[src/core/vme_regs_pkg.sv]
// Register map, field positions and reset values of the board control and status bank
package vme_regs_pkg;

	localparam logic [15:0] OFS_FIRMWARE_REVISION     = 16'h8124;
	localparam logic [15:0] OFS_STORED_EVENT_COUNT    = 16'h812C;
	localparam logic [15:0] OFS_MONITOR_DAC_LEVEL     = 16'h8138;
	localparam logic [15:0] OFS_BOARD_INFORMATION     = 16'h8140;
	localparam logic [15:0] OFS_MONITOR_SOURCE_SELECT = 16'h8144;
	localparam logic [15:0] OFS_NEXT_EVENT_LENGTH     = 16'h814C;
	localparam logic [15:0] OFS_BUS_CONTROL           = 16'hEF00;
	localparam logic [15:0] OFS_BUS_STATUS            = 16'hEF04;
	localparam logic [15:0] OFS_SLOT_IDENTIFIER       = 16'hEF08;

	// Bus control fields
	localparam int CTL_RELEASE_MODE = 7;
	localparam int CTL_RELOCATION   = 6;
	localparam int CTL_ALIGN        = 5;
	localparam int CTL_BERR_EN      = 4;
	localparam int CTL_OPT_IRQ_EN   = 3;
	localparam int CTL_LEVEL_HI     = 2;
	localparam int CTL_WIDTH        = 8;
	localparam logic [7:0] CTL_RESET = 8'h00;

	// Bus status fields
	localparam int STS_FIFO_EMPTY  = 3;
	localparam int STS_BERR_FLAG   = 2;
	localparam int STS_EVENT_READY = 0;

	// Monitor
	localparam int DAC_WIDTH = 12;
	localparam logic [11:0] DAC_RESET = 12'h000;
	localparam logic [2:0] MON_MAJORITY  = 3'h0;
	localparam logic [2:0] MON_RAMP      = 3'h1;
	localparam logic [2:0] MON_RESERVED  = 3'h2;
	localparam logic [2:0] MON_OCCUPANCY = 3'h3;
	localparam logic [2:0] MON_LEVEL     = 3'h4;
	localparam logic [2:0] MON_RESET     = 3'h0;

	// Slot identifier
	localparam int SLOT_WIDTH = 5;
	localparam logic [4:0] SLOT_RESET = 5'h00;

	// Event threshold width
	localparam int THR_WIDTH = 10;

endpackage

[src/core/digitizer_bus_control_status.sv]
// Control and status register bank behind the board's bus slave port
`timescale 1ns/10ps
`default_nettype none
module digitizer_bus_control_status
#(
	parameter logic [15:0] BUILD_DATE      = 16'h0000,
	parameter logic [7:0]  REV_MAJOR       = 8'h01,
	parameter logic [7:0]  REV_MINOR       = 8'h00,
	parameter logic [7:0]  MEM_MB_PER_GRP  = 8'h01,
	// Board type code: value is arbitrary
	parameter logic [7:0]  BOARD_TYPE      = 8'h5A,
	parameter bit          BACKPLANE_GEO   = 1'b0
)
(
	// Clock and reset
	input  wire logic        ref_clk,
	input  wire logic        sys_rst,
	// Register access port
	input  wire logic [15:0] reg_addr,
	input  wire logic        reg_wr,
	input  wire logic        reg_rd,
	input  wire logic [31:0] reg_wdata,
	output logic [31:0]      reg_rdata,
	output logic             reg_rvalid,
	// Readout termination
	input  wire logic        blt_end,
	input  wire logic        d32_empty_read,
	output logic             bus_error,
	output logic             dtack,
	output logic             wide_word_alignment,
	// Interrupt acknowledge and requests
	input  wire logic        iack_cycle,
	input  wire logic [9:0]  irq_event_threshold,
	output logic             vme_irq,
	output logic [2:0]       vme_irq_level,
	output logic             optical_irq,
	// Output buffer state
	input  wire logic        event_stored,
	input  wire logic        event_read,
	input  wire logic [31:0] buffer_limit,
	input  wire logic [31:0] next_length,
	input  wire logic        fifo_empty,
	// Base address
	input  wire logic [15:0] rotary_switch,
	input  wire logic [15:0] relocation_addr,
	output logic [15:0]      base_addr,
	// Slot identifier
	input  wire logic [4:0]  slot_geographic_address,
	output logic [4:0]       header_slot_identifier,
	// Analog monitor
	input  wire logic [11:0] majority_level,
	output logic [11:0]      monitor_code
);

	logic [31:0] count_q;
	logic [31:0] count_d;
	logic [31:0] length_q;
	logic [11:0] dac_q;
	logic [2:0]  mode_q;
	logic [7:0]  ctl_q;
	logic        berr_flag_q;
	logic [4:0]  slot_q;
	logic [11:0] ramp_q;
	logic [11:0] mon_q;
	logic [15:0] base_q;
	logic        berr_q;
	logic        dtack_q;
	logic [31:0] rdata_q;
	logic        rvalid_q;
	logic [15:0] rot_s1_q;
	logic [15:0] rot_s2_q;
	logic [4:0]  geo_s1_q;
	logic [4:0]  geo_s2_q;
	logic        end_event;
	logic        wr_ctl;
	logic        rd_status;
	logic [4:0]  slot_value;
	logic        over_threshold;
	logic        wr_dac;
	logic        wr_mode;
	logic        wr_slot;
	logic        berr_en;

	// Address match for a register access
	function automatic logic hit(input logic [15:0] a, input logic [15:0] ofs);
		hit = (a == ofs);
	endfunction

	// Clip a 32-bit count to a 12-bit monitor code
	function automatic logic [11:0] clip12(input logic [31:0] v);
		clip12 = (v > 32'h0000_0FFF) ? 12'hFFF : v[11:0];
	endfunction

	assign wr_ctl    = reg_wr && hit(reg_addr, vme_regs_pkg::OFS_BUS_CONTROL);
	assign rd_status = reg_rd && hit(reg_addr, vme_regs_pkg::OFS_BUS_STATUS);
	assign end_event = blt_end || d32_empty_read;
	assign wr_dac    = reg_wr && hit(reg_addr, vme_regs_pkg::OFS_MONITOR_DAC_LEVEL);
	assign wr_mode   = reg_wr && hit(reg_addr, vme_regs_pkg::OFS_MONITOR_SOURCE_SELECT);
	assign wr_slot   = reg_wr && hit(reg_addr, vme_regs_pkg::OFS_SLOT_IDENTIFIER);
	assign berr_en   = ctl_q[vme_regs_pkg::CTL_BERR_EN];

	// Rotary switch synchroniser; pins may move at any time
	always_ff @(posedge ref_clk)
	begin
		if (sys_rst)
		begin
			rot_s1_q <= 16'h0000;
			rot_s2_q <= 16'h0000;
		end
		else
		begin
			rot_s1_q <= rotary_switch;
			rot_s2_q <= rot_s1_q;
		end
	end

	// Backplane slot pins synchroniser
	always_ff @(posedge ref_clk)
	begin
		if (sys_rst)
		begin
			geo_s1_q <= 5'h00;
			geo_s2_q <= 5'h00;
		end
		else
		begin
			geo_s1_q <= slot_geographic_address;
			geo_s2_q <= geo_s1_q;
		end
	end

	// Stored event count, held inside the configured buffer count
	// Store and read in one cycle cancel out
	always_comb
	begin
		count_d = count_q;
		if (event_stored && !event_read && (count_q < buffer_limit))
			count_d = count_q + 32'h0000_0001;
		else if (event_read && !event_stored && (count_q != 32'h0000_0000))
			count_d = count_q - 32'h0000_0001;
		if (count_d > buffer_limit)
			count_d = buffer_limit;
	end

	always_ff @(posedge ref_clk)
	begin
		if (sys_rst)
			count_q <= 32'h0000_0000;
		else
			count_q <= count_d;
	end

	always_ff @(posedge ref_clk)
	begin
		if (sys_rst)
			length_q <= 32'h0000_0000;
		else
			length_q <= next_length;
	end

	// Writable registers; read-only offsets fall through untouched
	always_ff @(posedge ref_clk)
	begin
		if (sys_rst)
			dac_q <= vme_regs_pkg::DAC_RESET;
		else if (wr_dac)
			dac_q <= reg_wdata[11:0];
	end

	// Reserved mode code is stored as written and decoded to zero below
	always_ff @(posedge ref_clk)
	begin
		if (sys_rst)
			mode_q <= vme_regs_pkg::MON_RESET;
		else if (wr_mode)
			mode_q <= reg_wdata[2:0];
	end

	always_ff @(posedge ref_clk)
	begin
		if (sys_rst)
			ctl_q <= vme_regs_pkg::CTL_RESET;
		else if (wr_ctl)
			ctl_q <= reg_wdata[7:0];
	end

	// Slot identifier register; ignored when the backplane supplies it
	always_ff @(posedge ref_clk)
	begin
		if (sys_rst)
			slot_q <= vme_regs_pkg::SLOT_RESET;
		else if (!BACKPLANE_GEO && wr_slot)
			slot_q <= reg_wdata[4:0];
	end

	assign slot_value = BACKPLANE_GEO ? geo_s2_q : slot_q;
	assign header_slot_identifier = slot_value;

	// Bus error flag: a new error in the read cycle survives the clear
	always_ff @(posedge ref_clk)
	begin
		if (sys_rst)
			berr_flag_q <= 1'b0;
		else if (ctl_q[vme_regs_pkg::CTL_BERR_EN] && end_event)
			berr_flag_q <= 1'b1;
		else if (rd_status)
			berr_flag_q <= 1'b0;
	end

	// Readout termination: error only when enabled, acknowledge otherwise
	always_ff @(posedge ref_clk)
	begin
		if (sys_rst)
			berr_q <= 1'b0;
		else
			berr_q <= end_event && berr_en;
	end

	// Exactly one of the two answers per termination, never both
	always_ff @(posedge ref_clk)
	begin
		if (sys_rst)
			dtack_q <= 1'b0;
		else
			dtack_q <= end_event && !berr_en;
	end

	assign bus_error = berr_q;
	assign dtack     = dtack_q;

	// Base address source, registered so the decoder sees a stable value
	always_ff @(posedge ref_clk)
	begin
		if (sys_rst)
			base_q <= 16'h0000;
		else if (ctl_q[vme_regs_pkg::CTL_RELOCATION])
			base_q <= relocation_addr;
		else
			base_q <= rot_s2_q;
	end

	assign base_addr = base_q;
	assign wide_word_alignment = ctl_q[vme_regs_pkg::CTL_ALIGN];
	assign vme_irq_level = ctl_q[vme_regs_pkg::CTL_LEVEL_HI:0];

	// Ramp wraps freely; its rate is one code per clock
	always_ff @(posedge ref_clk)
	begin
		if (sys_rst)
			ramp_q <= 12'h000;
		else
			ramp_q <= ramp_q + 12'h001;
	end

	always_ff @(posedge ref_clk)
	begin
		if (sys_rst)
			mon_q <= 12'h000;
		else
		begin
			unique case (mode_q)
				vme_regs_pkg::MON_MAJORITY:  mon_q <= majority_level;
				vme_regs_pkg::MON_RAMP:      mon_q <= ramp_q;
				vme_regs_pkg::MON_OCCUPANCY: mon_q <= clip12(count_q);
				vme_regs_pkg::MON_LEVEL:     mon_q <= dac_q;
				// Reserved and undefined codes park the output at zero
				default:                     mon_q <= 12'h000;
			endcase
		end
	end

	assign monitor_code = mon_q;

	// Strictly above: a count equal to the threshold stays quiet
	assign over_threshold = count_q > {22'h000000, irq_event_threshold};

	irq_release u_irq
	(
		.ref_clk         (ref_clk),
		.sys_rst         (sys_rst),
		.level           (ctl_q[vme_regs_pkg::CTL_LEVEL_HI:0]),
		.on_acknowledge  (ctl_q[vme_regs_pkg::CTL_RELEASE_MODE]),
		.optical_enable  (ctl_q[vme_regs_pkg::CTL_OPT_IRQ_EN]),
		.ctl_write       (wr_ctl),
		.ctl_write_level (reg_wdata[2:0]),
		.iack_cycle      (iack_cycle),
		.over_threshold  (over_threshold),
		.vme_irq         (vme_irq),
		.optical_irq     (optical_irq)
	);

	// Read valid follows every strobe, mapped or not, so the host never hangs
	always_ff @(posedge ref_clk)
	begin
		if (sys_rst)
			rvalid_q <= 1'b0;
		else
			rvalid_q <= reg_rd;
	end

	// Read data, one cycle after the strobe; unmapped offsets read zero
	// Data holds between reads so a slow host may sample late
	always_ff @(posedge ref_clk)
	begin
		if (sys_rst)
			rdata_q <= 32'h0000_0000;
		else
		begin
			if (reg_rd)
			begin
				unique case (reg_addr)
					vme_regs_pkg::OFS_FIRMWARE_REVISION:
						rdata_q <= {BUILD_DATE, REV_MAJOR, REV_MINOR};
					vme_regs_pkg::OFS_STORED_EVENT_COUNT:
						rdata_q <= count_q;
					vme_regs_pkg::OFS_MONITOR_DAC_LEVEL:
						rdata_q <= {20'h00000, dac_q};
					vme_regs_pkg::OFS_BOARD_INFORMATION:
						rdata_q <= {16'h0000, MEM_MB_PER_GRP, BOARD_TYPE};
					vme_regs_pkg::OFS_MONITOR_SOURCE_SELECT:
						rdata_q <= {29'h00000000, mode_q};
					vme_regs_pkg::OFS_NEXT_EVENT_LENGTH:
						rdata_q <= length_q;
					vme_regs_pkg::OFS_BUS_CONTROL:
						rdata_q <= {24'h000000, ctl_q};
					vme_regs_pkg::OFS_BUS_STATUS:
						rdata_q <= {28'h0000000, fifo_empty, berr_flag_q, 1'b0,
							count_q != 32'h0000_0000};
					vme_regs_pkg::OFS_SLOT_IDENTIFIER:
						rdata_q <= {27'h0000000, slot_value};
					default:
						rdata_q <= 32'h0000_0000;
				endcase
			end
		end
	end

	assign reg_rdata  = rdata_q;
	assign reg_rvalid = rvalid_q;

endmodule
`default_nettype wire

[src/core/irq_release.sv]
// Interrupt request generation and release for backplane and optical link
`timescale 1ns/10ps
`default_nettype none
module irq_release
(
	// Clock and reset
	input  wire logic       ref_clk,
	input  wire logic       sys_rst,
	// Control settings
	input  wire logic [2:0] level,
	input  wire logic       on_acknowledge,
	input  wire logic       optical_enable,
	// Events
	input  wire logic       ctl_write,
	input  wire logic [2:0] ctl_write_level,
	input  wire logic       iack_cycle,
	input  wire logic       over_threshold,
	// Requests
	output logic            vme_irq,
	output logic            optical_irq
);

	logic armed_q;
	logic vme_q;
	logic opt_q;
	logic vme_release;
	logic opt_release;
	logic level_zero_write;

	assign level_zero_write = ctl_write && (ctl_write_level == 3'h0);
	assign vme_release = on_acknowledge ? iack_cycle : level_zero_write;
	// Optical requests ignore the release mode bit
	assign opt_release = level_zero_write;

	// Rearmed only by a nonzero level write; releasing a pending request disarms
	always_ff @(posedge ref_clk)
	begin
		if (sys_rst)
			armed_q <= 1'b0;
		else if (ctl_write && (ctl_write_level != 3'h0))
			armed_q <= 1'b1;
		else if ((vme_q && vme_release) || (opt_q && opt_release))
			armed_q <= 1'b0;
	end

	always_ff @(posedge ref_clk)
	begin
		if (sys_rst)
			vme_q <= 1'b0;
		else if (vme_release)
			vme_q <= 1'b0;
		else if (armed_q && (level != 3'h0) && over_threshold)
			vme_q <= 1'b1;
	end

	always_ff @(posedge ref_clk)
	begin
		if (sys_rst)
			opt_q <= 1'b0;
		else if (opt_release)
			opt_q <= 1'b0;
		else if (armed_q && optical_enable && (level != 3'h0) && over_threshold)
			opt_q <= 1'b1;
	end

	assign vme_irq     = vme_q;
	assign optical_irq = opt_q;

endmodule
`default_nettype wire

[config.mk]
export PLATFORM = sky130hd
export DESIGN_NAME = digitizer_bus_control_status
export DESIGN_NICKNAME = d
export VERILOG_FILES = /design/src/core/vme_regs_pkg.sv /design/src/core/digitizer_bus_control_status.sv /design/src/core/irq_release.sv
export SDC_FILE = /design/constraint.sdc
export NUM_CORES = 1
export LEC_CHECK = 0
export BUFFER_PORTS_ARGS = -buffer_cell sky130_fd_sc_hd__buf_2
export CAP_MARGIN = 20
export CORE_MARGIN = 2
export CORE_UTILIZATION = 55
export DETAILED_ROUTE_END_ITERATION = 10
export GPL_ROUTABILITY_DRIVEN = 0
export PLACE_DENSITY_LB_ADDON = 0.15
export SETUP_SLACK_MARGIN = 0.4
export SLEW_MARGIN = 30
export SYNTH_ARGS = -nofsm -noshare
export SYNTH_HDL_FRONTEND = slang
export SYNTH_HIERARCHICAL = 1
export SYNTH_SLANG_ARGS = --single-unit
[constraint.sdc]
create_clock -name ref_clk -period 7.8 [get_ports ref_clk]
set_clock_uncertainty 0.15 [all_clocks]
set_input_delay 1.56 -clock ref_clk [delete_from_list [all_inputs] [get_ports ref_clk]]
set_output_delay 1.56 -clock ref_clk [all_outputs]
set_load 0.01 [all_outputs]
### Word level (Yosys, flattened, before mapping)

Index checks and enable logic that the tools add are counted.

| operators by class | value |
|---|---|
| $add $sub $neg | 3 |
| order comparisons | 4 |
| eq/ne operators | 12 |
| multiplexer cells | 12 |
| reductions and logical operators | 34 |

Operator list:

| operator | count |
|---|---|
| one-hot mux 32 bit (9 select lines) | 1 |
| equality test 16 bit (second input constant) | 9 |
| two-way mux 32 bit | 3 |
| one-hot mux 12 bit (4 select lines) | 1 |
| adder 32 x 1 -> 32 bit (second input constant) | 1 |
| greater-than comparator 32 x 10 -> 1 bit | 1 |
| greater-than comparator 32 x 12 -> 1 bit (second input constant) | 1 |
| greater-than comparator 32 bit | 1 |
| less-than comparator 32 bit | 1 |
| nonzero test 32 bit | 1 |
| subtractor 32 x 1 -> 32 bit (second input constant) | 1 |
| logical AND 1 bit | 20 |
| two-way mux 16 bit | 1 |
| adder 12 x 1 -> 12 bit (second input constant) | 1 |
| two-way mux 12 bit | 1 |
| zero test 3 bit | 2 |
| nonzero test 3 bit | 2 |
| two-way mux 1 bit | 5 |
| nonzero test 2 bit | 2 |
| OR reduction 2 bit | 2 |
| equality test 3 x 1 -> 1 bit (second input constant) | 1 |
| equality test 3 x 2 -> 1 bit (second input constant) | 1 |
| equality test 3 bit (second input constant) | 1 |
| zero test 1 bit | 3 |
| logical OR 1 bit | 2 |

| storage, ports and cells | value |
|---|---|
| register bits after elaboration | 203 |
| bits of input ports | 181 |
| word-level logic and storage cells | 84 |

### Longest topological paths before layout

| logic depth | value |
|---|---|
| depth after elaboration | 8 |
| mapped depth | 21 |
| mapped depth without buffers | 19 |

### Cells and area by module

The synthesis kept the hierarchy.

By module, submodules not included:

| module | times used | cells an instance | area each (um^2) | sequential area each (um^2) |
|---|---|---|---|---|
| digitizer_bus_control_status | 1 | 1344 | 10948.0 | 4003.8 |
| irq_release | 1 | 16 | 162.7 | 60.1 |

### Worst setup path after synthesis

No wires, ideal clock.

| path | value |
|---|---|
| path kind | input to register |
| start point | input buffer_limit[31] |
| end point | register count_q[1] |
| setup time | 0.074 ns |
| arrival | 5.902 ns |
| required time | 7.576 ns |
| path slack | 1.674 ns |
| cell stages on the path | 19 |
| path through | inv_1 -> ha_1 -> nand4_1 -> or3_1 -> nor4_1 -> a21oi_1 -> buf_2 -> a32oi_1 -> xnor2_1 -> ha_1 -> nand4_1 -> or4_1 -> nor2_1 -> nand2_1 -> a22oi_1 -> clkbuf_1 -> clkbuf_1 -> o21ai_0 -> a31oi_1 |

| on the way | value |
|---|---|
| word-level cells in the longest chain between the ends | 5 |

Ends and longest elaborated chain:

| what | line | source |
|---|---|---|
| start: declaration | digitizer_bus_control_status.sv:40 | `input wire logic [31:0] buffer_limit,` |
| less-than comparator 32 bit | digitizer_bus_control_status.sv:137 | `if (event_stored && !event_read && (count_q < buffer_limit))` |
| logical AND 1 bit | digitizer_bus_control_status.sv:137 |  |
| two-way mux 32 bit | digitizer_bus_control_status.sv:137 |  |
| greater-than comparator 32 bit | digitizer_bus_control_status.sv:141 | `if (count_d > buffer_limit)` |
| two-way mux 32 bit (*) | digitizer_bus_control_status.sv:141 |  |
| end signal: assignment | digitizer_bus_control_status.sv:150 | `count_q <= count_d;` |
| end: declaration | digitizer_bus_control_status.sv:55 | `logic [31:0] count_q;` |

Mark *: on every way between the ends. The rest lies on a longest branch, timed or not.
A chain may end at the register's enable or synchronous reset.

### Worst setup path in the final report

| path | value |
|---|---|
| start point | input buffer_limit[19] |
| end point | register count_q[20] |

Same word-level chain as after synthesis.

==> flow_metrics.tcl <==
set metrics [dict create \
    grt_overflow 0 \
    max_freq_mhz 152 \
    htree_levels 1 \
    num_vias 10859 \
    slew_violations 0 \
    synth-seq-cells 203 \
    core_sq_um 19700 \
    seq_area_sq_um 4070 \
    multi_input_area_sq_um 6510 \
    crit_fanout 8 \
    setup_viol 0 \
    dieArea_sq_um 21400 \
    maxSlewHeadroom 0.364 \
    whs_ps 282 \
    drv_cap 0 \
    area_delta_synth_final_pct 18.7 \
    ys_warn_count 6 \
    hold_buffers 0 \
    clock_sinks 203 \
    crit_buf_inv 4 \
    post-cts-setup-buffers 0 \
    fin_crit_ps 6590 \
    grt_usage 0.308 \
    final_antenna_net_count 0 \
    placed_area_sq_um 12500 \
    start_util 0.565 \
    finalWorstSetupSlack_ps 1210 \
    synth_ff_type "dfxtp_1" \
    syn_nets 1617 \
    ys_async_sr_fraction 0 \
    cts_tree "yes" \
    yosys.cell_types.count 70 \
    synth_edf_count 0 \
    worstPathCellList "buf_2 > inv_1 > ha_1 > a21oi_1 > o21ai_0 > a221oi_1 > o211ai_1 > a211oi_1 > nand3_1 > nand2_1 > xor2_1 > ha_1 > nand4_1 > or4_1 > nor2_1 > nand2_1 > a22oi_1 > buf_4 > nand2_1 > buf_4 > or4_1 > nand3_1" \
    synth_top_area_share 0.366 \
    root_buffer "clkbuf_16" \
    drt-wirelength-per-cell_microns 18.7 \
    critical_path_class "primary input to flop" \
    cts-resized-gates 0 \
    yosysSeqAreaShare 0.366 \
    hp-class "flop to flop" \
    die_h_microns 146 \
    dp_hpwl_mm 24.9 \
    slowest_stage "a211oi_1" \
    cp.required_ps 8120 \
    via_per_inst 5.93 \
    grt_pass1_wl_mm 53.3 \
    synth.avg_cell_area_sq_um 8.17 \
    synth_area_leaders "dfxtp_1 (37%), ha_1 (8.6%), nor2b_1 (5.2%)" \
    cpPeakStageDelay_ps 880 \
    drtPass1Iterations 6 \
    crit_arrival_ps 6910 \
    yosysMostFrequentCell "dfxtp_1" \
    pwr_density_cell_nw_per_um2 274 \
    io_buffers 229 \
    outcome "completed" \
    cts_buffer_depth 3 \
    drc 0 \
    tightest_slew_ps 948 \
    p_leak_nw 5.79 \
    fin_nets 1806 \
    grt_antenna_before_repair 3 \
    clock_latency_ps 520 \
    grt_pass1_vias 10051 \
    grt_max_degree 96 \
    stdcell_area_sq_um 13200 \
    synth_top_area_cell "dfxtp_1" \
    drive_above_1_share 0.194 \
    irDropWorstVdd_uv 191 \
    min_period_over_period 0.845 \
    top_level_ports 255 \
    final_util 0.671 \
    worst_setup_path_end_kind "flop" \
    rsz0062_at_grt "false" \
    first_iter_violations 1275 \
    row_count 51 \
    synth.top_cells.by_count "dfxtp_1 (203), nand2_1 (150), a21oi_1 (106), nor2b_1 (92), nor2_1 (90)" \
    critPathTopFamily "compound AO/OA/AOI/OAI gates" \
    fill_cells 1729 \
    cts_buffers 23 \
    cpMostUsedCell "nand2_1" \
    finalHoldViolCount 0 \
    die_width_microns 146 \
    mappedNetlistArea_sq_um 11100 \
    pre_cts_ws_ps 894 \
    start_kind "primary input" \
    setup_tns_ps 0 \
    syn_inst 1360 \
    path_clk_slew_ps 60 \
    drt-total-wl_mm 34.2 \
]
-- kinds of logic (layout without fill, tap and decap cells) --
| family | Yosys count | count (layout) | synth area share |
|---|---|---|---|
| and+or+nand+nor | 590 | 590 | 0.274 |
| AOI/OAI and AO/OA | 282 | 282 | 0.167 |
| DFF | 203 | 203 | 0.366 |
| buffers and inverters | 141 | 344 | 0.0499 |
| adders and majority gates | 76 | 76 | 0.0856 |
| xor gates and xnor gates | 35 | 35 | 0.0276 |
| muxes | 33 | 33 | 0.0297 |
| other | 0 | 3 | 0 |
-- state kept, by name, summed over array words and instances (netlist names) --
signal                  cells
mode_q                      3
ramp_q                     12
dac_q                      12
monitor_code               12
count_q                    32
header_slot_identifier      5
length_q                   32
u_irq/optical_irq           1
reg_rdata                  32
ctl_q                       8
reg_rvalid                  1
u_irq/armed_q               1
berr_flag_q                 1
dtack                       1
u_irq/vme_irq               1
bus_error                   1
rot_s2_q                   16
rot_s1_q                   16
base_addr                  16
-- path summary, 6_finish.rpt --
kind | cells after the start | from | slack, ps | to
worst max-delay path | 22 | buffer_limit[19] | 1210 | count_q[20]
worst min-delay path | 1 | rot_s1_q[13] | 280 | rot_s2_q[13]
worst max register to register | 21 | count_q[2] | 1740 | count_q[20]
worst min register to register | 1 | rot_s1_q[13] | 280 | rot_s2_q[13]
-- stage by stage --
step           power (mW)  instances
2_1_floorplan        2.15       1360
3_3_place_gp         2.53       1789
3_5_place_dp         2.56       1789
4_1_cts              3.59       1828
5_1_grt              3.82       1829
6_report             3.62       1831
-- cells in the final DEF (no fill, tap or decap), types with 23 or more instances in the layout --
cell / count
nand3_1: 74
nand2_1: 150
mux2i_1: 33
or3_1: 24
ha_1: 76
dfxtp_1: 202
nor2_1: 90
nor2b_1: 92
o21ai_0: 47
nor3_1: 24
inv_1: 51
clkbuf_16: 23
nand2b_1: 33
a21oi_1: 106
a22o_1: 24
buf_2: 228
-- final cells by class --
cell class                 count  share of cell area
inverter                      51              0.0145
timing repair buffer         254               0.104
multi-input combinational   1016               0.494
clock buffer                  29              0.0469
sequential                   203               0.308
tap                          265              0.0251
antenna                        3            0.000569
clock inverter                10             0.00645
-- power breakdown --
group          leakage, nW  switching, mW  internal [mW]
Clock                0.349          0.435          0.592
Sequential            1.66          0.219           1.12
Combinational         3.79          0.724          0.526
-- routing by layer --
layer / part of all wire / vias to the layer above / GRT usage
li1: - / 5210 / -
met1: 0.41 / 4953 / 0.399
met2: 0.46 / 587 / 0.502
met3: 0.095 / 109 / 0.0591
met4: 0.040 / 0 / 0.129
met5: 0 / - / 0
(Power assumes the default switching activity.)
